<file path="src/rtl/ubf_pkg.sv">
// ubf_pkg: constants shared by the serial port core and its baud generator
// assumes a single 10 MHz module clock and an 8-bit register port
package ubf_pkg;

	// module clock rate
	localparam int unsigned UBF_CLK_HZ = 10_000_000;

	// register indices on the 3-bit register port
	localparam logic [2:0] UBF_A_BAUD_HI = 3'h0;
	localparam logic [2:0] UBF_A_BAUD_LO = 3'h1;
	localparam logic [2:0] UBF_A_FRAC = 3'h2;
	localparam logic [2:0] UBF_A_CFG = 3'h3;
	localparam logic [2:0] UBF_A_CTL = 3'h4;
	localparam logic [2:0] UBF_A_DATA = 3'h5;
	localparam logic [2:0] UBF_A_STAT = 3'h6;

	// frame config register fields
	localparam int UBF_CFG_NINE = 0;
	localparam int UBF_CFG_PE = 1;
	localparam int UBF_CFG_ODD = 2;
	localparam int UBF_CFG_TENTH = 3;
	localparam int UBF_CFG_HIGH_BIT_FIRST_ORDER = 4;
	localparam int UBF_CFG_WRAP = 5;
	localparam int UBF_CFG_RX_INPUT_SELECT = 6;

	// control register fields
	localparam int UBF_CTL_TX_ON = 0;
	localparam int UBF_CTL_RX_ON = 1;
	localparam int UBF_CTL_TX_POLARITY_FLIP = 2;
	localparam int UBF_CTL_RX_POLARITY_FLIP = 3;
	localparam int UBF_CTL_IR_EN = 4;
	localparam int UBF_CTL_IR_W = 5;
	localparam int UBF_CTL_T8 = 7;

	// reset values
	localparam logic [7:0] UBF_CFG_RST = 8'h00;
	localparam logic [7:0] UBF_CTL_RST = 8'h00;
	localparam logic [12:0] UBF_DIV_RST = 13'h0000;
	localparam logic [4:0] UBF_FRAC_RST = 5'h00;

	// oversampling: samples per bit and the start-bit mid point
	localparam logic [3:0] UBF_SUB_LAST = 4'hF;
	localparam logic [3:0] UBF_SUB_MID = 4'h7;
	localparam logic [4:0] UBF_IR_STRETCH = 5'h10;

	// infrared pulse widths in 32nds of a bit, bit centre at 16/32
	localparam logic [4:0] UBF_IR_W_1_32 = 5'h01;
	localparam logic [4:0] UBF_IR_W_1_16 = 5'h02;
	localparam logic [4:0] UBF_IR_W_3_16 = 5'h06;
	localparam logic [4:0] UBF_IR_W_1_4 = 5'h08;
	localparam logic [4:0] UBF_IR_CENTRE = 5'h10;

	// infrared supported bit rates and matching divisor window
	localparam int unsigned UBF_IR_MIN_BPS = 2400;
	localparam int unsigned UBF_IR_MAX_BPS = 115200;
	localparam logic [12:0] UBF_IR_DIV_MIN = 13'((UBF_CLK_HZ
		+ 16 * UBF_IR_MAX_BPS - 1) / (16 * UBF_IR_MAX_BPS));
	localparam logic [12:0] UBF_IR_DIV_MAX =
		13'(UBF_CLK_HZ / (16 * UBF_IR_MIN_BPS));

	// receiver states, gray along idle-start-data-done
	typedef enum logic [1:0] {
		UBF_RX_IDLE = 2'b00,
		UBF_RX_START = 2'b01,
		UBF_RX_DATA = 2'b11,
		UBF_RX_DONE = 2'b10
	} ubf_rx_state_t;

endpackage : ubf_pkg

</file>
<file path="src/rtl/ubf_baud.sv">
// ubf_baud: integer plus fractional divider making the 16x sample tick
// assumes divisor and fraction are stable registers in the same clock domain
`timescale 1ns/1ns
module ubf_baud import ubf_pkg::*; #(
	parameter int DIV_W = 13,
	parameter int FRAC_W = 5
) (
	input wire logic core_clk,
	input wire logic resetn,
	input wire logic [DIV_W-1:0] divisor,
	input wire logic [FRAC_W-1:0] frac_code,
	output logic tick,
	output logic half
);

	logic [DIV_W:0] cnt_q; // cycles left in this tick period
	logic [FRAC_W-1:0] acc_q; // fractional accumulator
	logic [FRAC_W:0] acc_sum; // accumulator plus code, with carry
	logic running; // divisor nonzero

	// a zero divisor parks the generator
	assign running = (divisor != '0);
	assign acc_sum = {1'b0, acc_q} + {1'b0, frac_code};

	// tick closes each period; half marks its middle for ir timing
	assign tick = running && (cnt_q == '0);
	assign half = running && (cnt_q != '0)
		&& (cnt_q == {2'b00, divisor[DIV_W-1:1]});

	// period is divisor, or divisor+1 when the fraction carries,
	// so the mean period is divisor + code/32
	always_ff @(posedge core_clk or negedge resetn) begin
		if (!resetn) begin
			cnt_q <= '0;
			acc_q <= '0;
		end else if (!running) begin
			cnt_q <= '0; // stopped
			acc_q <= '0;
		end else if (cnt_q == '0) begin
			acc_q <= acc_sum[FRAC_W-1:0];
			cnt_q <= {1'b0, divisor} - 1'b1
				+ {{DIV_W{1'b0}}, acc_sum[FRAC_W]};
		end else begin
			cnt_q <= cnt_q - 1'b1;
		end
	end

endmodule : ubf_baud

</file>
<file path="src/rtl/ubf_core.sv">
// ubf_core: serial port with baud generator, framing, loop and infrared
// assumes a register master on the plain port and pins synchronous to clk
//
// Contract
// 13-bit integer plus 5-bit fractional baud divider
// integer divisor accepts 1 to 8191
// rate is clock over 16 times divisor
// fraction equals code over thirty-two
// baud tick drives receiver, 16 samples per bit
// transmitter advances one bit per sixteen ticks
// zero divisor stops; high byte waits low
// one start bit, data, one stop bit
// 8-bit mode gives 10-bit frames
// 8-bit parity replaces the eighth data bit
// nine-bit without tenth gives 11-bit frames
// transmit ninth bit persists across frames
// nine plus tenth gives 12-bit parity frames
// software sets tenth only with nine, parity
// software avoids address mark with parity
// data order low-first or high-first selectable
// wrap plus source feeds receiver from tx pin
// wrap alone feeds transmitter output to receiver
// software enables tx and rx for internal_wrap
// ir pulse centred in zero bits, four widths
// tx inversion selects high or low pulse
// ir decoder stretches pulses back into bits
// infrared supports 2.4 to 115.2 kbit/s only
// line idles high, start low, stop high
//
// Decided for this implementation: the placing of the registers and strobed register access.
`timescale 1ns/1ns
module ubf_core import ubf_pkg::*; #(
	parameter int DIV_W = 13,
	parameter int FRAC_W = 5
) (
	core_clk,
	resetn,
	reg_addr,
	reg_wdata,
	reg_wr,
	reg_rd,
	reg_rdata,
	rxd_i,
	txd_i,
	txd_o,
	txd_oe_n,
	tx_busy,
	rx_valid,
	rx_data,
	rx_ninth_bit,
	rx_addr_mark,
	rx_frame_err,
	rx_parity_err
);
	input wire logic core_clk; // module clock
	input wire logic resetn; // async reset, active low
	input wire logic [2:0] reg_addr; // register index
	input wire logic [7:0] reg_wdata; // write data
	input wire logic reg_wr; // write strobe
	input wire logic reg_rd; // read strobe
	output logic [7:0] reg_rdata; // read data, cycle after strobe
	input wire logic rxd_i; // receive pin
	input wire logic txd_i; // transmit pin level as seen on the wire
	output logic txd_o; // transmit pin drive value
	output logic txd_oe_n; // transmit pin enable, low drives
	output logic tx_busy; // frame in flight
	output logic rx_valid; // one-cycle pulse, frame received
	output logic [7:0] rx_data; // low eight received data bits
	output logic rx_ninth_bit; // received ninth bit
	output logic rx_addr_mark; // bit just before the stop bit
	output logic rx_frame_err; // stop bit sampled low
	output logic rx_parity_err; // parity mismatch

	// data bits per frame: 8 or 9, less one when parity takes a slot
	function automatic logic [3:0] ubf_ndata(input logic nine,
		input logic pe, input logic tenth);
		return 4'h8 + {3'h0, nine} - {3'h0, pe & ~tenth};
	endfunction : ubf_ndata

	// build an lsb-out frame: start, data, optional parity, stop
	function automatic logic [11:0] ubf_pack(input logic [8:0] d,
		input logic [3:0] n, input logic pe, input logic odd,
		input logic high_bit_first_order);
		logic [11:0] f;
		logic par;
		logic b;
		f = 12'hFFF; // idle and stop are ones
		f[0] = 1'b0; // start bit
		par = odd;
		b = 1'b0;
		for (int i = 0; i < 9; i++) begin
			if (i < int'(n)) begin
				b = high_bit_first_order ? d[int'(n) - 1 - i] : d[i];
				f[i + 1] = b;
				par = par ^ b;
			end
		end
		if (pe) begin
			f[n + 4'h1] = par; // generated parity
		end
		return f;
	endfunction : ubf_pack

	// gather the received data bits back into natural order
	function automatic logic [8:0] ubf_unpack(input logic [10:0] r,
		input logic [3:0] n, input logic high_bit_first_order);
		logic [8:0] d;
		d = 9'h000;
		for (int i = 0; i < 9; i++) begin
			if (i < int'(n)) begin
				if (high_bit_first_order) begin
					d[int'(n) - 1 - i] = r[i];
				end else begin
					d[i] = r[i];
				end
			end
		end
		return d;
	endfunction : ubf_unpack

	logic [4:0] div_hi_q; // staged high divisor bits
	logic [12:0] div_q; // active integer divisor
	logic [4:0] frac_q; // fine adjust code
	logic [7:0] cfg_q; // frame and routing config
	logic [7:0] ctl_q; // enables, polarity, ir, ninth bit
	logic tick; // 16x sample tick
	logic half; // middle of a tick period
	logic [3:0] n_data; // data bits per frame
	logic pe; // parity enabled
	logic tx_on; // transmitter enable
	logic rx_on; // receiver enable
	logic ir_en; // infrared coding on
	logic tx_load; // accept a write to the data register

	assign pe = cfg_q[UBF_CFG_PE];
	assign tx_on = ctl_q[UBF_CTL_TX_ON];
	assign rx_on = ctl_q[UBF_CTL_RX_ON];
	assign ir_en = ctl_q[UBF_CTL_IR_EN];
	assign n_data = ubf_ndata(cfg_q[UBF_CFG_NINE], pe,
		cfg_q[UBF_CFG_TENTH]);
	assign tx_load = reg_wr && (reg_addr == UBF_A_DATA) && tx_on
		&& !tx_busy;

	// software-written configuration; the high divisor byte is only
	// staged so a half-written divisor never runs
	always_ff @(posedge core_clk or negedge resetn) begin
		if (!resetn) begin
			div_hi_q <= UBF_DIV_RST[12:8];
			div_q <= UBF_DIV_RST;
			frac_q <= UBF_FRAC_RST;
			cfg_q <= UBF_CFG_RST;
			ctl_q <= UBF_CTL_RST;
		end else if (reg_wr) begin
			case (reg_addr)
				UBF_A_BAUD_HI: div_hi_q <= reg_wdata[4:0];
				UBF_A_BAUD_LO: div_q <= {div_hi_q, reg_wdata};
				UBF_A_FRAC: frac_q <= reg_wdata[4:0];
				UBF_A_CFG: cfg_q <= reg_wdata;
				UBF_A_CTL: ctl_q <= reg_wdata; // ninth bit kept
				default: ; // data writes handled elsewhere, status writes ignored
			endcase
		end
	end

	// shared divider for both directions
	ubf_baud #(
		.DIV_W(DIV_W),
		.FRAC_W(FRAC_W)
	) u_baud (
		.core_clk(core_clk),
		.resetn(resetn),
		.divisor(div_q),
		.frac_code(frac_q),
		.tick(tick),
		.half(half)
	);

	// ---------------- transmitter ----------------
	logic [11:0] tx_sh_q; // frame shift register, lsb on the line
	logic [3:0] tx_left_q; // bits still to send incl. current
	logic [3:0] tx_sub_q; // tick count within the bit
	logic tx_half_q; // second half of the current tick
	logic tx_busy_q; // frame in flight
	logic tx_bit; // raw nrz bit before coding
	logic [4:0] ir_w; // pulse width in 32nds
	logic [4:0] ir_lo; // pulse start in 32nds
	logic [4:0] tx_pos; // position within the bit in 32nds
	logic ir_win; // inside the centred pulse window
	logic tx_line; // coded line value before the pin flop
	logic txd_q; // pin flop
	logic oe_n_q; // pin enable flop

	assign tx_busy = tx_busy_q;

	// load a frame, then shift one bit per sixteen ticks
	always_ff @(posedge core_clk or negedge resetn) begin
		if (!resetn) begin
			tx_sh_q <= 12'hFFF;
			tx_left_q <= 4'h0;
			tx_sub_q <= 4'h0;
			tx_busy_q <= 1'b0;
		end else if (!tx_on) begin
			tx_sh_q <= 12'hFFF; // disabled line rests idle
			tx_left_q <= 4'h0;
			tx_sub_q <= 4'h0;
			tx_busy_q <= 1'b0;
		end else if (tx_load) begin
			// ninth bit comes from the control register
			tx_sh_q <= ubf_pack({ctl_q[UBF_CTL_T8], reg_wdata}, n_data,
				pe, cfg_q[UBF_CFG_ODD], cfg_q[UBF_CFG_HIGH_BIT_FIRST_ORDER]);
			tx_left_q <= n_data + {3'h0, pe} + 4'h2;
			tx_sub_q <= 4'h0;
			tx_busy_q <= 1'b1;
		end else if (tx_busy_q && tick) begin
			tx_sub_q <= tx_sub_q + 4'h1;
			if (tx_sub_q == UBF_SUB_LAST) begin
				tx_sh_q <= {1'b1, tx_sh_q[11:1]};
				tx_left_q <= tx_left_q - 4'h1;
				if (tx_left_q == 4'h1) begin
					tx_busy_q <= 1'b0; // stop bit done
				end
			end
		end
	end

	// half-tick phase gives the 1/32 resolution of the narrow pulse
	always_ff @(posedge core_clk or negedge resetn) begin
		if (!resetn) begin
			tx_half_q <= 1'b0;
		end else if (tick || tx_load) begin
			tx_half_q <= 1'b0;
		end else if (half) begin
			tx_half_q <= 1'b1;
		end
	end

	// pulse width select
	always_comb begin
		case (ctl_q[UBF_CTL_IR_W +: 2])
			2'h0: ir_w = UBF_IR_W_1_32;
			2'h1: ir_w = UBF_IR_W_1_16;
			2'h2: ir_w = UBF_IR_W_3_16;
			2'h3: ir_w = UBF_IR_W_1_4;
			default: ir_w = UBF_IR_W_1_32;
		endcase
	end

	assign tx_bit = tx_busy_q ? tx_sh_q[0] : 1'b1; // idle high
	assign tx_pos = {tx_sub_q, tx_half_q};
	assign ir_lo = UBF_IR_CENTRE - {1'b0, ir_w[4:1]};
	// window is centred on the middle of the bit
	assign ir_win = (tx_pos >= ir_lo) && (tx_pos < ir_lo + ir_w);

	// pulse for a zero only, polarity by tx inversion
	always_comb begin
		if (ir_en) begin
			tx_line = (~tx_bit & ir_win & tx_busy_q)
				^ ctl_q[UBF_CTL_TX_POLARITY_FLIP];
		end else begin
			tx_line = tx_bit ^ ctl_q[UBF_CTL_TX_POLARITY_FLIP];
		end
	end

	// pin drive; single-wire releases the pin between frames so the
	// far end can talk, two-wire drives whenever enabled
	always_ff @(posedge core_clk or negedge resetn) begin
		if (!resetn) begin
			txd_q <= 1'b1;
			oe_n_q <= 1'b1;
		end else begin
			txd_q <= tx_line;
			oe_n_q <= !(tx_on && (!(cfg_q[UBF_CFG_WRAP]
				&& cfg_q[UBF_CFG_RX_INPUT_SELECT]) || tx_busy_q));
		end
	end

	assign txd_o = txd_q;
	assign txd_oe_n = oe_n_q;

	// ---------------- receive source and ir decoder ----------------
	logic rx_src; // selected line before polarity
	logic rx_lvl; // line after polarity flip
	logic [4:0] ir_str_q; // ticks left of a stretched zero
	logic rx_bit; // bit stream into the receiver

	// wrap modes cut off the receive pin
	always_comb begin
		if (cfg_q[UBF_CFG_WRAP] && cfg_q[UBF_CFG_RX_INPUT_SELECT]) begin
			rx_src = txd_i; // single-wire from the tx pin
		end else if (cfg_q[UBF_CFG_WRAP]) begin
			rx_src = txd_q; // internal loop
		end else begin
			rx_src = rxd_i;
		end
	end

	assign rx_lvl = rx_src ^ ctl_q[UBF_CTL_RX_POLARITY_FLIP];

	// each detected pulse holds a zero for one bit time
	always_ff @(posedge core_clk or negedge resetn) begin
		if (!resetn) begin
			ir_str_q <= 5'h00;
		end else if (ir_en && rx_lvl) begin
			ir_str_q <= UBF_IR_STRETCH;
		end else if (tick && ir_str_q != 5'h00) begin
			ir_str_q <= ir_str_q - 5'h01;
		end
	end

	// a pulse, or its stretch, is a zero; no pulse is a one
	assign rx_bit = ir_en ? !(rx_lvl || ir_str_q != 5'h00) : rx_lvl;

	// ---------------- receiver ----------------
	ubf_rx_state_t rx_st_q; // receiver state
	logic rx_prev_q; // last cycle's line, for the falling edge
	logic [3:0] rx_sub_q; // ticks within the bit
	logic [3:0] rx_idx_q; // bit index after start
	logic [10:0] rx_sh_q; // bits after the start bit
	logic [3:0] rx_last; // index of the stop bit
	logic [8:0] rx_d; // data in natural order
	logic rx_par; // recomputed parity
	logic rx_valid_q; // frame done pulse
	logic [7:0] rx_data_q; // received data
	logic rx_ninth_q; // received ninth bit
	logic rx_mark_q; // bit before stop
	logic rx_ferr_q; // framing error
	logic rx_perr_q; // parity error
	logic rx_full_q; // unread data present

	assign rx_last = n_data + {3'h0, pe}; // stop position
	assign rx_d = ubf_unpack(rx_sh_q, n_data, cfg_q[UBF_CFG_HIGH_BIT_FIRST_ORDER]);

	// parity over the data bits as they stood on the line
	always_comb begin
		rx_par = cfg_q[UBF_CFG_ODD];
		for (int i = 0; i < 9; i++) begin
			if (i < int'(n_data)) begin
				rx_par = rx_par ^ rx_sh_q[i];
			end
		end
	end

	// start on a falling edge, confirm at mid start, then sample
	// every sixteen ticks; a single mid sample keeps this small but
	// gives no noise voting
	always_ff @(posedge core_clk or negedge resetn) begin
		if (!resetn) begin
			rx_st_q <= UBF_RX_IDLE;
			rx_prev_q <= 1'b1;
			rx_sub_q <= 4'h0;
			rx_idx_q <= 4'h0;
			rx_sh_q <= 11'h7FF;
		end else begin
			rx_prev_q <= rx_bit;
			case (rx_st_q)
				UBF_RX_IDLE: begin
					rx_sub_q <= 4'h0;
					rx_idx_q <= 4'h0;
					if (rx_on && rx_prev_q && !rx_bit) begin
						rx_st_q <= UBF_RX_START;
					end
				end
				UBF_RX_START: begin
					if (!rx_on) begin
						rx_st_q <= UBF_RX_IDLE;
					end else if (tick) begin
						rx_sub_q <= rx_sub_q + 4'h1;
						if (rx_sub_q == UBF_SUB_MID) begin
							rx_sub_q <= 4'h0;
							// glitch shorter than half a bit
							rx_st_q <= rx_bit ? UBF_RX_IDLE
								: UBF_RX_DATA;
						end
					end
				end
				UBF_RX_DATA: begin
					if (!rx_on) begin
						rx_st_q <= UBF_RX_IDLE;
					end else if (tick) begin
						rx_sub_q <= rx_sub_q + 4'h1;
						if (rx_sub_q == UBF_SUB_LAST) begin
							rx_sh_q[rx_idx_q] <= rx_bit;
							rx_idx_q <= rx_idx_q + 4'h1;
							if (rx_idx_q == rx_last) begin
								rx_st_q <= UBF_RX_DONE;
							end
						end
					end
				end
				UBF_RX_DONE: rx_st_q <= UBF_RX_IDLE;
				default: rx_st_q <= UBF_RX_IDLE;
			endcase
		end
	end

	// publish a finished frame with its checks
	always_ff @(posedge core_clk or negedge resetn) begin
		if (!resetn) begin
			rx_valid_q <= 1'b0;
			rx_data_q <= 8'h00;
			rx_ninth_q <= 1'b0;
			rx_mark_q <= 1'b0;
			rx_ferr_q <= 1'b0;
			rx_perr_q <= 1'b0;
		end else begin
			rx_valid_q <= (rx_st_q == UBF_RX_DONE);
			if (rx_st_q == UBF_RX_DONE) begin
				rx_data_q <= rx_d[7:0];
				rx_ninth_q <= cfg_q[UBF_CFG_NINE] & rx_d[8];
				rx_mark_q <= rx_sh_q[rx_last - 4'h1];
				rx_ferr_q <= !rx_sh_q[rx_last]; // stop low
				rx_perr_q <= pe && (rx_par != rx_sh_q[n_data]);
			end
		end
	end

	// unread flag: a new frame in the same cycle as the read wins
	always_ff @(posedge core_clk or negedge resetn) begin
		if (!resetn) begin
			rx_full_q <= 1'b0;
		end else if (rx_valid_q) begin
			rx_full_q <= 1'b1;
		end else if (reg_rd && reg_addr == UBF_A_DATA) begin
			rx_full_q <= 1'b0;
		end
	end

	assign rx_valid = rx_valid_q;
	assign rx_data = rx_data_q;
	assign rx_ninth_bit = rx_ninth_q;
	assign rx_addr_mark = rx_mark_q;
	assign rx_frame_err = rx_ferr_q;
	assign rx_parity_err = rx_perr_q;

	// ---------------- register read ----------------
	logic ir_rate_ok; // divisor inside the infrared rate window
	logic [7:0] rdata_q; // read data flop

	// infrared coding is only specified for this divisor span
	assign ir_rate_ok = (div_q >= UBF_IR_DIV_MIN)
		&& (div_q <= UBF_IR_DIV_MAX);

	// read data stand in the cycle after the strobe only
	always_ff @(posedge core_clk or negedge resetn) begin
		if (!resetn) begin
			rdata_q <= 8'h00;
		end else if (reg_rd) begin
			case (reg_addr)
				UBF_A_BAUD_HI: rdata_q <= {3'h0, div_q[12:8]};
				UBF_A_BAUD_LO: rdata_q <= div_q[7:0];
				UBF_A_FRAC: rdata_q <= {3'h0, frac_q};
				UBF_A_CFG: rdata_q <= cfg_q;
				UBF_A_CTL: rdata_q <= ctl_q;
				UBF_A_DATA: rdata_q <= rx_data_q;
				UBF_A_STAT: rdata_q <= {1'b0, ir_rate_ok, rx_mark_q,
					rx_ninth_q, rx_perr_q, rx_ferr_q, rx_full_q,
					tx_busy_q};
				default: rdata_q <= 8'h00; // unmapped reads zero
			endcase
		end else begin
			rdata_q <= 8'h00;
		end
	end

	assign reg_rdata = rdata_q;

endmodule : ubf_core

</file>
<file path="config.mk">
export PLATFORM = sky130hd
export DESIGN_NAME = ubf_core
export DESIGN_NICKNAME = d
export VERILOG_FILES = /design/src/rtl/ubf_pkg.sv /design/src/rtl/ubf_baud.sv /design/src/rtl/ubf_core.sv
export SDC_FILE = /design/constraint.sdc
export NUM_CORES = 1
export LEC_CHECK = 0
export ABC_AREA = 1
export BUFFER_PORTS_ARGS = -buffer_cell sky130_fd_sc_hd__buf_2
export CAP_MARGIN = 10
export CORE_MARGIN = 5
export CORE_UTILIZATION = 65
export CTS_CLUSTER_DIAMETER = 40
export DETAILED_ROUTE_END_ITERATION = 6
export HOLD_SLACK_MARGIN = 0.02
export PLACE_DENSITY = 0.92
export SLEW_MARGIN = 15
export SYNTH_ARGS = -nofsm -noshare
export SYNTH_HDL_FRONTEND = slang
export SYNTH_HIERARCHICAL = 1
export SYNTH_SLANG_ARGS = --single-unit
</file>
<file path="constraint.sdc">
create_clock -name core_clk -period 7.75 [get_ports core_clk]
set_clock_uncertainty 0.05 [all_clocks]
set_input_delay 0.3875 -clock core_clk [delete_from_list [all_inputs] [get_ports core_clk]]
set_output_delay 0.3875 -clock core_clk [all_outputs]
set_load 0.02 [all_outputs]
</file>
==> impl_metrics.ini, run 1 <==
[setup_path]
crit_path_end_kind = flop
critPathRequiredTime_ns = 8.01
arrival_ns = 4.16
worstSetupPathType = flop to flop
crit_path_start_kind = flop
cp_max_fo = 20

[clock_network]
cts_setup_buffers = 0
root_buffer = clkbuf_16
clk_latency_ns = 0.43
cts.clk_slew.worst_paths_ns = 0.06
cts-resized-gates = 0
cts_buffers = 17
cts_tree = yes
cts.sinks = 131
cts_buffer_depth = 2
cts_max_level = 4
ctsHoldBuffers = 0

[floorplan]
core_region_area_um2 = 13300
fp.dieH_um = 126.8
initial_core_util_pct = 66.72
rows = 42
io_pins = 41
die_w_um = 126.8
die_area_um2 = 16080

[sta]
final_hold_viol_count = 1
finalSetupTns_ns = 0
drv_slew = 0
tightest_slew_ns = 0.9000
period_minus_slack_ns = 3.894
holdWs_ns = -0.0005110
layout_setup_ws_ns = 3.856
setup_violations = 0
min_period_over_period_pct = 50.25
rsz0062_at_grt = false
fmax_mhz = 256.8
max-slew-margin-rel_pct = 39.54

[hold_path]
min_path_type = input pin to asynchronous set/reset pin

[global_routing]
grt.overflow.total = 0
gr-usage-all-layers_pct = 32.14
grt_start_max_net_pins = 68
grt_pass1_wl_mm = 41.60
antenna_found_initial = 0
grt_pass1_vias = 8455

[route]
viasPerCell = 6.201
dr.pass1.iters = 7
drc = 1
totalWireLength_mm = 25.44
ant_nets = 0
first_iter_violations = 987
num_vias = 8669
routedWlPerCell_um = 18.20

[run_status]
failed_checks = design-rule violations, negative hold slack
status = finished with violations

[logic_synthesis]
synth_edf_count = 0
synth-warning-count = 6
synthFlopType = dfrtp_1
ys_types = 56
synthCells = 1176
yosysSeqAreaShare_pct = 37.32
netlist_area_um2 = 8871
post_synth.cell_area_avg_um2 = 7.543
synthArstFlopShare_pct = 100.0
synth_seq_cells = 131
synth_fp_nets = 1238

[placed_design]
hpwl_mm = 17.79
place.gp.congestion = 0.9895
portBuffers = 40
dp_slack_ns = 3.954

[cells_and_area]
fillers = 973
nets = 1271
diodes = 0
area.growth.synth_to_final_pct = 10.18
drive_gt1_share_pct = 14.81

[power]
combPwrFrac_pct = 37.9
power_density_nw_per_um2 = 314.4
clockPowerShare_pct = 27.8
seq_power_share_pct = 34.3
ir_drop_v = 0.0001594
switching_share_pct = 41.51
p_int_mw = 1.798
p_leak_nw = 4.791
switchingPower_mw = 1.276

[run]
drv_cap = 0
-- cells in the final DEF, fill, tap and decap left out, types with 4 or more instances in the layout --
cell type	Yosys	routed
nand2_4	5	5
nand3_1	74	74
inv_1	143	143
o21ai_2	10	10
nand2_1	278	278
nor2_2	5	5
nand3_2	7	7
o21ai_1	4	4
nand3b_1	6	6
o211ai_1	8	8
inv_2	13	13
o221ai_1	7	7
ha_1	43	43
nor2_4	13	13
nand4_1	4	4
a221oi_1	8	8
dfstp_2	26	26
o21ai_0	100	100
xor2_1	14	14
nand2_2	22	22
nor3_1	22	22
o31ai_1	6	6
clkbuf_16	0	17
dfrtp_1	105	105
o22ai_1	12	12
nor2_1	91	91
xnor2_1	19	19
buf_2	6	39
bufinv_16	0	4
a21oi_1	51	51
a22oi_1	6	6
o2111ai_1	5	5
o21a_1	5	5
a31oi_1	7	7
-- worst max-delay path, cell delays in order, from the launching register on --
cell      delay (ns)
dfrtp_1         0.57
inv_1           0.15
nor2_1          0.19
inv_1           0.12
ha_1            0.74
inv_2           0.28
ha_1            0.30
inv_1           0.10
ha_1            0.22
inv_1           0.14
a221oi_1        0.30
nand2_1         0.07
o21ai_0         0.14
o21ai_0         0.10
nand2_1         0.13
nand2_1         0.07
nand2_1         0.06
nand2_1         0.06
-- per-layer routing --
layer / up-vias / part of all wire (%) / global-route usage [%]
li1: 3947 / - / -
met1: 4033 / 38 / 39.50
met2: 540 / 47 / 52.68
met3: 149 / 8.4 / 7.104
met4: 0 / 6.2 / 17.67
met5: - / 0 / 0
-- final cells by class --
class | count | area (um^2) | area share [%]
clock buffers | 19 | 442.9 | 4.531
multi-input cells | 858 | 4801 | 49.12
inverters | 160 | 605.6 | 6.196
clock inverters | 13 | 183.9 | 1.882
well taps | 176 | 220.2 | 2.253
repair buffers | 41 | 210.2 | 2.151
flip-flops and latches | 131 | 3311 | 33.87
-- kinds of logic after synthesis --
| kind of cell | Yosys count | share of synthesized area (%) |
|---|---|---|
| adders and majority gates | 45 | 6.516 |
| muxes | 3 | 0.3808 |
| buffers and inverters | 187 | 8.561 |
| xor gates and xnor gates | 33 | 3.258 |
| AOI/OAI and AO/OA | 243 | 16.50 |
| and+or+nand+nor | 534 | 27.46 |
| DFF | 131 | 37.32 |
-- power groups by stage --
stage	registers (mW)	logic [mW]	clock network, mW
after floorplan	1.03	0.830	0
after global placement	1.05	1.08	0
after detailed placement	1.05	1.12	0
after CTS	1.04	1.14	0.856
after global routing	1.07	1.29	0.888
final	1.05	1.17	0.853
-- per-stage QoR --
stage / hold WS, ns / utilization (%) / std cells / cell area [um^2] / total power [mW]
6_report: -0.0005110 / 73.52 / 1398 / 9774 / 3.073
5_1_grt: 0.05597 / 73.52 / 1398 / 9774 / 3.250
4_1_cts: 0.02509 / 73.52 / 1398 / 9774 / 3.043
3_5_place_dp: 0.4086 / 68.80 / 1366 / 9148 / 2.171
3_3_place_gp: 0.4037 / 68.80 / 1366 / 9148 / 2.127
2_1_floorplan: 0.04191 / - / 1176 / 8871 / 1.862
-- synthesized netlist by cell type (7+ instances only) --
library cell  count  area share, %
dfstp_2          26            7.7
nor3_1           22            1.2
o211ai_1          8           0.68
nand2_1         278             12
o21ai_0         100            5.6
xnor2_1          19            1.9
a221oi_1          8           0.79
inv_2            13           0.55
xor2_1           14            1.4
o221ai_1          7           0.69
nor2_1           91            3.9
inv_1           143            6.1
clkbuf_1         12           0.51
a31oi_1           7           0.49
dfrtp_1         105             30
nand3_2           7           0.79
a21oi_1          51            2.9
nand3_1          74            4.2
nand2_2          22            1.6
nor2_4           13            1.7
ha_1             43            6.1
o21ai_2          10           0.99
o22ai_1          12           0.85
-- path summary, 6_finish.rpt --
path | from | endpoint | slack (ns) | cells after the start
min in group core_clk | reg_wdata[5] | div_q[5] | 0.28 | 3
setup / recovery | cfg_q[1] | rx_st_q[1] | 3.86 | 17
max in group asynchronous | resetn | tx_busy | 6.28 | 2
hold / removal | resetn | rx_idx_q[0] | -0.0005 | 1
setup reg to reg | cfg_q[1] | rx_st_q[1] | 3.86 | 17
hold reg to reg | tx_sh_q[11] | tx_sh_q[11] | 0.42 | 2
-- registers in the layout, summed over array words and instances, names as in the netlist, 8 cells and up --
| signal | cells |
|---|---|
| rx_data | 8 |
| tx_sh_q | 12 |
| div_q | 13 |
| ctl_q | 8 |
| cfg_q | 8 |
| rx_sh_q | 11 |
| u_baud/cnt_q | 14 |
| reg_rdata | 8 |
Note: power is estimated with default switching activity, not from simulation.
==> inputs of run 2 (changes only) <==
Settings changed: CORE_UTILIZATION 65 to 63, PLACE_DENSITY 0.92 to 0.89.
Clock period 7.75 ns to 3.7 ns, I/O delays scaled along.
==> run 2 against run 1 <==
  * The flow now finishes without violations
  * First-iteration DRC count down 10%
  * Final cell count up 1.1%
  * Register-to-register slack worse by 3.4 ns
  * Critical endpoint unchanged
==> impl_metrics.ini, run 2 (synthesized netlist as in run 1, its figures left out) <==
[clock_network]
cts.sinks = 131
cts_buffer_depth = 2
cts_setup_buffers = 0
cts-resized-gates = 0
root_buffer = clkbuf_16
clk_latency_ns = 0.43
cts.clk_slew.worst_paths_ns = 0.06
cts_max_level = 4
ctsHoldBuffers = 1
cts_buffers = 17
cts_tree = yes

[route]
dr.pass1.iters = 7
routedWlPerCell_um = 17.50
viasPerCell = 5.986
num_vias = 8458
ant_nets = 0
first_iter_violations = 887
totalWireLength_mm = 24.72
drc = 0

[sta]
max-slew-margin-rel_pct = 41.79
rsz0062_at_grt = false
final_hold_viol_count = 0
tightest_slew_ns = 0.8731
fmax_mhz = 310.3
min_period_over_period_pct = 87.11
period_minus_slack_ns = 3.223
drv_slew = 0
finalSetupTns_ns = 0
setup_violations = 0

[floorplan]
io_pins = 41
fp.dieH_um = 128.7
core_region_area_um2 = 13830
initial_core_util_pct = 64.16
rows = 43
die_area_um2 = 16550
die_w_um = 128.7

[cells_and_area]
largestRegisters = u_baud/cnt_q: 14 flops, div_q: 13 flops, tx_sh_q: 12 flops
fillers = 1115
diodes = 0
top_register = u_baud/cnt_q
final_common_cell = nand2_1
drive_gt1_share_pct = 15.49
layout_common_cells = nand2_1, inv_1, dfrtp_1, o21ai_0, nor2_1
regArea_um2 = 3311
multiInputGateArea_um2 = 4801
area.growth.synth_to_final_pct = 10.92
largest_register_ffs = 14
nets = 1282

[power]
p_leak_nw = 4.822
power_density_nw_per_um2 = 642.2
p_total_mw = 6.318
combPwrFrac_pct = 38.7
clockPowerShare_pct = 26.5
ir_drop_v = 0.0003449
switchingPower_mw = 2.633
seq_power_share_pct = 34.7
p_int_mw = 3.686
switching_share_pct = 41.66

[setup_path]
reg2reg_slack_ns = 0.48
crit_top_cell = nand2_1
crit_start = cfg_q[1]
worstSetupPathType = flop to flop
critPathRequiredTime_ns = 3.96
cpMaxStageDelayCell = dfrtp_1
critPathTopFamily = adder cells
cp_max_fo = 8
crit_path_start_kind = flop
arrival_ns = 3.49
max_stage_delay_ns = 0.57
crit_path_end_kind = flop
worst-path-buf-inv = 5
crit_chain = inv_1 -> nor2_1 -> inv_1 -> ha_1 -> inv_2 -> ha_1 -> inv_1 -> ha_1 -> inv_1 -> a221oi_1 -> nand2_1 -> o21ai_0 -> o21ai_0 -> nand2_1 -> nand2_1 -> nand2_1 -> nand2_1
r2r_start = cfg_q[1]

[global_routing]
grt_start_max_net_pins = 96
grt_pass1_vias = 8041
grt_pass1_wl_mm = 40.57
grt.overflow.total = 0
antenna_found_initial = 0
gr-usage-all-layers_pct = 31.05

[run]
drv_cap = 0

[hold_path]
min_path_type = input pin to flop
hp-start = reg_wdata[5]

[run_status]
status = completed

[placed_design]
portBuffers = 40
hpwl_mm = 18.13
place.gp.congestion = 0.9895
-- run 2: cell count changes in the layout (fill, tap and decap cells not counted), sizes merged --
cell / change
buf: +10
clkbuf: +2
bufinv: -2
clkinvlp: +3
clkinv: -4
inv: +1
dlygate4sd3: +1
-- run 2: power by group through the flow --
stage               clock [mW]  sequential (mW)  combinational (mW)
finish                    1.68             2.20                2.45
global route              1.76             2.23                2.73
CTS                       1.69             2.18                2.41
detailed placement           0             2.19                2.38
global placement             0             2.18                2.32
floorplan                    0             2.16                1.74
-- run 2: final timing paths --
kind,endpoint,cells past startpoint
min in group asynchronous,rx_idx_q[0],2
min reg2reg,tx_sh_q[5],2
max reg2reg,rx_st_q[1],17
max in group asynchronous,ir_str_q[4],3
max,rx_st_q[1],17
min,cfg_q[5],3
-- run 2: worst register-to-register path, delay by kind of cell (launching register included) --
kind | cells | cell delay, ns
compound gates | 3 | 0.54
buf+inv | 5 | 0.55
fa+ha+maj | 3 | 0.82
flops | 1 | 0.57
simple gates | 6 | 0.59
-- run 2: per-layer routing --
| layer | routed length (um) | share of wire (%) | vias up | global-route usage, % |
|---|---|---|---|---|
| li1 | - | - | 3981 | - |
| met3 | 2120 | 8.6 | 99 | 6.849 |
| met1 | 9585 | 39 | 3938 | 38.61 |
| met4 | 1121 | 4.5 | 0 | 14.89 |
| met2 | 11900 | 48 | 440 | 51.40 |
| met5 | 0 | 0 | - | 0 |
-- run 2: final cells by class --
| type | instances | area share (%) |
|---|---|---|
| clock inverters | 11 | 1.297 |
| multi-input cells | 858 | 48.79 |
| flip-flops and latches | 131 | 33.65 |
| well taps | 180 | 2.289 |
| inverters | 160 | 6.155 |
| clock buffers | 21 | 4.781 |
| repair buffers | 52 | 3.039 |
-- run 2: per-stage QoR --
step / cells / setup WS [ns] / util (%) / area (um^2) / hold WS (ns)
CTS: 1413 / 0.5088 / 71.16 / 9839 / 0.05319
floorplan: 1176 / 0.7301 / - / 8871 / -0.1606
finish: 1413 / 0.4769 / 71.16 / 9839 / 0.07854
global route: 1413 / 0.1113 / 71.16 / 9839 / 0.09408
detailed placement: 1380 / 0.5493 / 66.76 / 9231 / 0.2778
global placement: 1380 / 0.6519 / 66.76 / 9231 / 0.2695
==> inputs of run 3 (changes only) <==
Settings changed: ABC_AREA 1 to unset, SETUP_SLACK_MARGIN set to 0.5.
==> run 3 against run 2 <==
  * Utilization rose by 2.6 points
  * Critical path type unchanged
  * Final cell count down 19%
  * Largest power group unchanged
  * Hold slack got worse by 0.017 ns
==> impl_metrics.ini, run 3 <==
[power]
p_total_mw = 6.587
ir_drop_v = 0.0004654
power_density_nw_per_um2 = 668.9
p_leak_nw = 4.270

[clock_network]
clk_latency_ns = 0.42
root_buffer = clkbuf_16
cts_max_level = 4
cts_buffers = 17
cts.clk_slew.worst_paths_ns = 0.06
cts.sinks = 131
cts_buffer_depth = 2
cts_tree = yes

[cells_and_area]
final_common_cell = dfrtp_1
regArea_um2 = 3314
fillers = 839
largestRegisters = u_baud/cnt_q: 14 flops, div_q: 13 flops, tx_sh_q: 12 flops
diodes = 0
area.growth.synth_to_final_pct = 13.91
largest_register_ffs = 14
top_register = u_baud/cnt_q
layout_common_cells = dfrtp_1, nand2_1, nor2_1, mux2_2, a21oi_1
final_area_um2 = 9847
multiInputGateArea_um2 = 5021
fin_util_pct = 73.77
nets = 1018
drive_gt1_share_pct = 22.70

[floorplan]
core_region_area_um2 = 13350
initial_core_util_pct = 64.76
fp.dieH_um = 127.1
rows = 42
die_w_um = 127.1
io_pins = 41
die_area_um2 = 16160

[sta]
fmax_mhz = 317.1
drv_slew = 0
tightest_slew_ns = 1.183
final_hold_viol_count = 0
min_period_over_period_pct = 85.22
max-slew-margin-rel_pct = 20.86
finalSetupTns_ns = 0
rsz0062_at_grt = false
setup_violations = 0
period_minus_slack_ns = 3.153

[logic_synthesis]
synthArstFlopShare_pct = 100.0
ys_types = 70
synth_edf_count = 0
ys_top_cells_by_area = dfrtp_1, dfstp_2, mux2_2
netlist_area_um2 = 8645
synthMostInstantiatedCell = dfrtp_1
synthCells = 922
synth_fp_nets = 984
synth_seq_cells = 131
post_synth.cell_area_avg_um2 = 9.376
synth-warning-count = 6
synthFlopType = dfrtp_1
yosysSeqAreaShare_pct = 38.30
synth_top_cells_by_count = dfrtp_1, nand2_1, nor2_1
yosys.area.top_type = dfrtp_1
netlist.area_leader.share_pct = 30.40

[setup_path]
crit_top_cell = nand2_2
cp_max_fo = 7
critPathTopFamily = simple AND/OR/NAND/NOR gates
critPathRequiredTime_ns = 3.99
worstSetupPathType = flop to flop
crit_path_end_kind = flop
crit_chain = or4_4 -> or4_4 -> nor3_4 -> nand2_2 -> inv_4 -> buf_6 -> nand2_2 -> nor3_4 -> nand2_2 -> nor2_1 -> mux2_2
arrival_ns = 3.45
max_stage_delay_ns = 0.55
crit_path_start_kind = flop
worst-path-buf-inv = 2
cpMaxStageDelayCell = or4_4

[placed_design]
hpwl_mm = 15.81
portBuffers = 40
place.gp.congestion = 0.9219
dpl_cell_area_um2 = 9005

[global_routing]
gr-usage-all-layers_pct = 30.29
grt.overflow.total = 0
grt_pass1_wl_mm = 39.19
grt_start_max_net_pins = 113
antenna_found_initial = 0
grt_pass1_vias = 7468

[route]
dr.pass1.iters = 7
drc = 0
ant_nets = 0
viasPerCell = 6.666
num_vias = 7633
totalWireLength_mm = 24.61
routedWlPerCell_um = 21.49
first_iter_violations = 870

[run]
drv_cap = 0

[hold_path]
min_path_type = input pin to flop

[run_status]
status = completed
[run 3: cell types whose count changed after synthesis, sizes merged, moves of 26 or more]
cell,delta
mux2i,+28
nor2,-39
clkbuf,+26
inv,-113
nand3,-55
mux2,+49
nand2,-207
o21ai,-64
[run 3: kinds of logic after synthesis]
kind of cell | count (synthesis) | synth area share (%)
xor gates and xnor gates | 68 | 7.049
DFF | 131 | 38.30
AOI/OAI and AO/OA | 197 | 14.76
and+or+nand+nor | 294 | 16.36
adders and majority gates | 45 | 6.687
buffers and inverters | 100 | 4.863
muxes | 87 | 11.98
[run 3: worst register-to-register path, cell delays in order (launching register included)]
cell     delay, ns
dfrtp_2       0.44
or4_4         0.55
or4_4         0.47
nor3_4        0.19
nand2_2       0.14
inv_4         0.10
buf_6         0.13
nand2_2       0.08
nor3_4        0.31
nand2_2       0.13
nor2_1        0.14
mux2_2        0.35
[run 3: final timing paths]
path                       slack (ns)       startpoint  depth (start not counted)          end
setup reg to reg                 0.55  u_baud/cnt_q[7]                         11   rx_sh_q[9]
setup / recovery                 0.55  u_baud/cnt_q[7]                         11   rx_sh_q[9]
max in group asynchronous        2.28           resetn                          3     cfg_q[0]
min in group asynchronous        0.44           resetn                          2  tx_sub_q[3]
hold / removal                   0.06     reg_wdata[6]                          3     ctl_q[6]
hold reg to reg                  0.41         rx_valid                          1    rx_full_q
[run 3: per-stage QoR]
step | hold slack, ns | worst slack (ns) | instances
after floorplan | -0.1606 | 0.5012 | 922
after global placement | 0.3502 | 0.5263 | 1105
after detailed placement | 0.3576 | 0.3745 | 1105
after CTS | 0.04173 | 0.4881 | 1139
after global routing | 0.05658 | 0.4509 | 1145
final | 0.06179 | 0.5467 | 1145
[run 3: final cells by class]
class	count	area share, %
timing repair buffer	70	4.816
clock buffer	21	4.778
tap	176	2.236
multi-input combinational	691	50.99
inverter	45	1.741
clock inverter	11	1.779
sequential	131	33.66
[run 3: routing by layer]
layer	vias to the layer above	GRT usage, %	wire [um]
met3	122	7.721	2189
li1	3335	-	-
met4	0	13.12	1147
met1	3686	38.38	9354
met5	-	0	0
met2	490	49.44	11920
[run 3: timing repair]
action / in CTS / in global routing
hold endpoints to repair: 86 / 0
setup buffers: 0 / 5
hold buffers: 2 / 0
pin swaps: 0 / 6
gates resized for setup: 11 / 21
cloned: 0 / 1
setup endpoints to repair: 19 / 29
[run 3: where the power goes]
part	internal, mW	switching, mW	leakage, nW
clock network	1.19	0.653	0.310
logic	1.09	1.38	2.36
registers	1.78	0.494	1.60
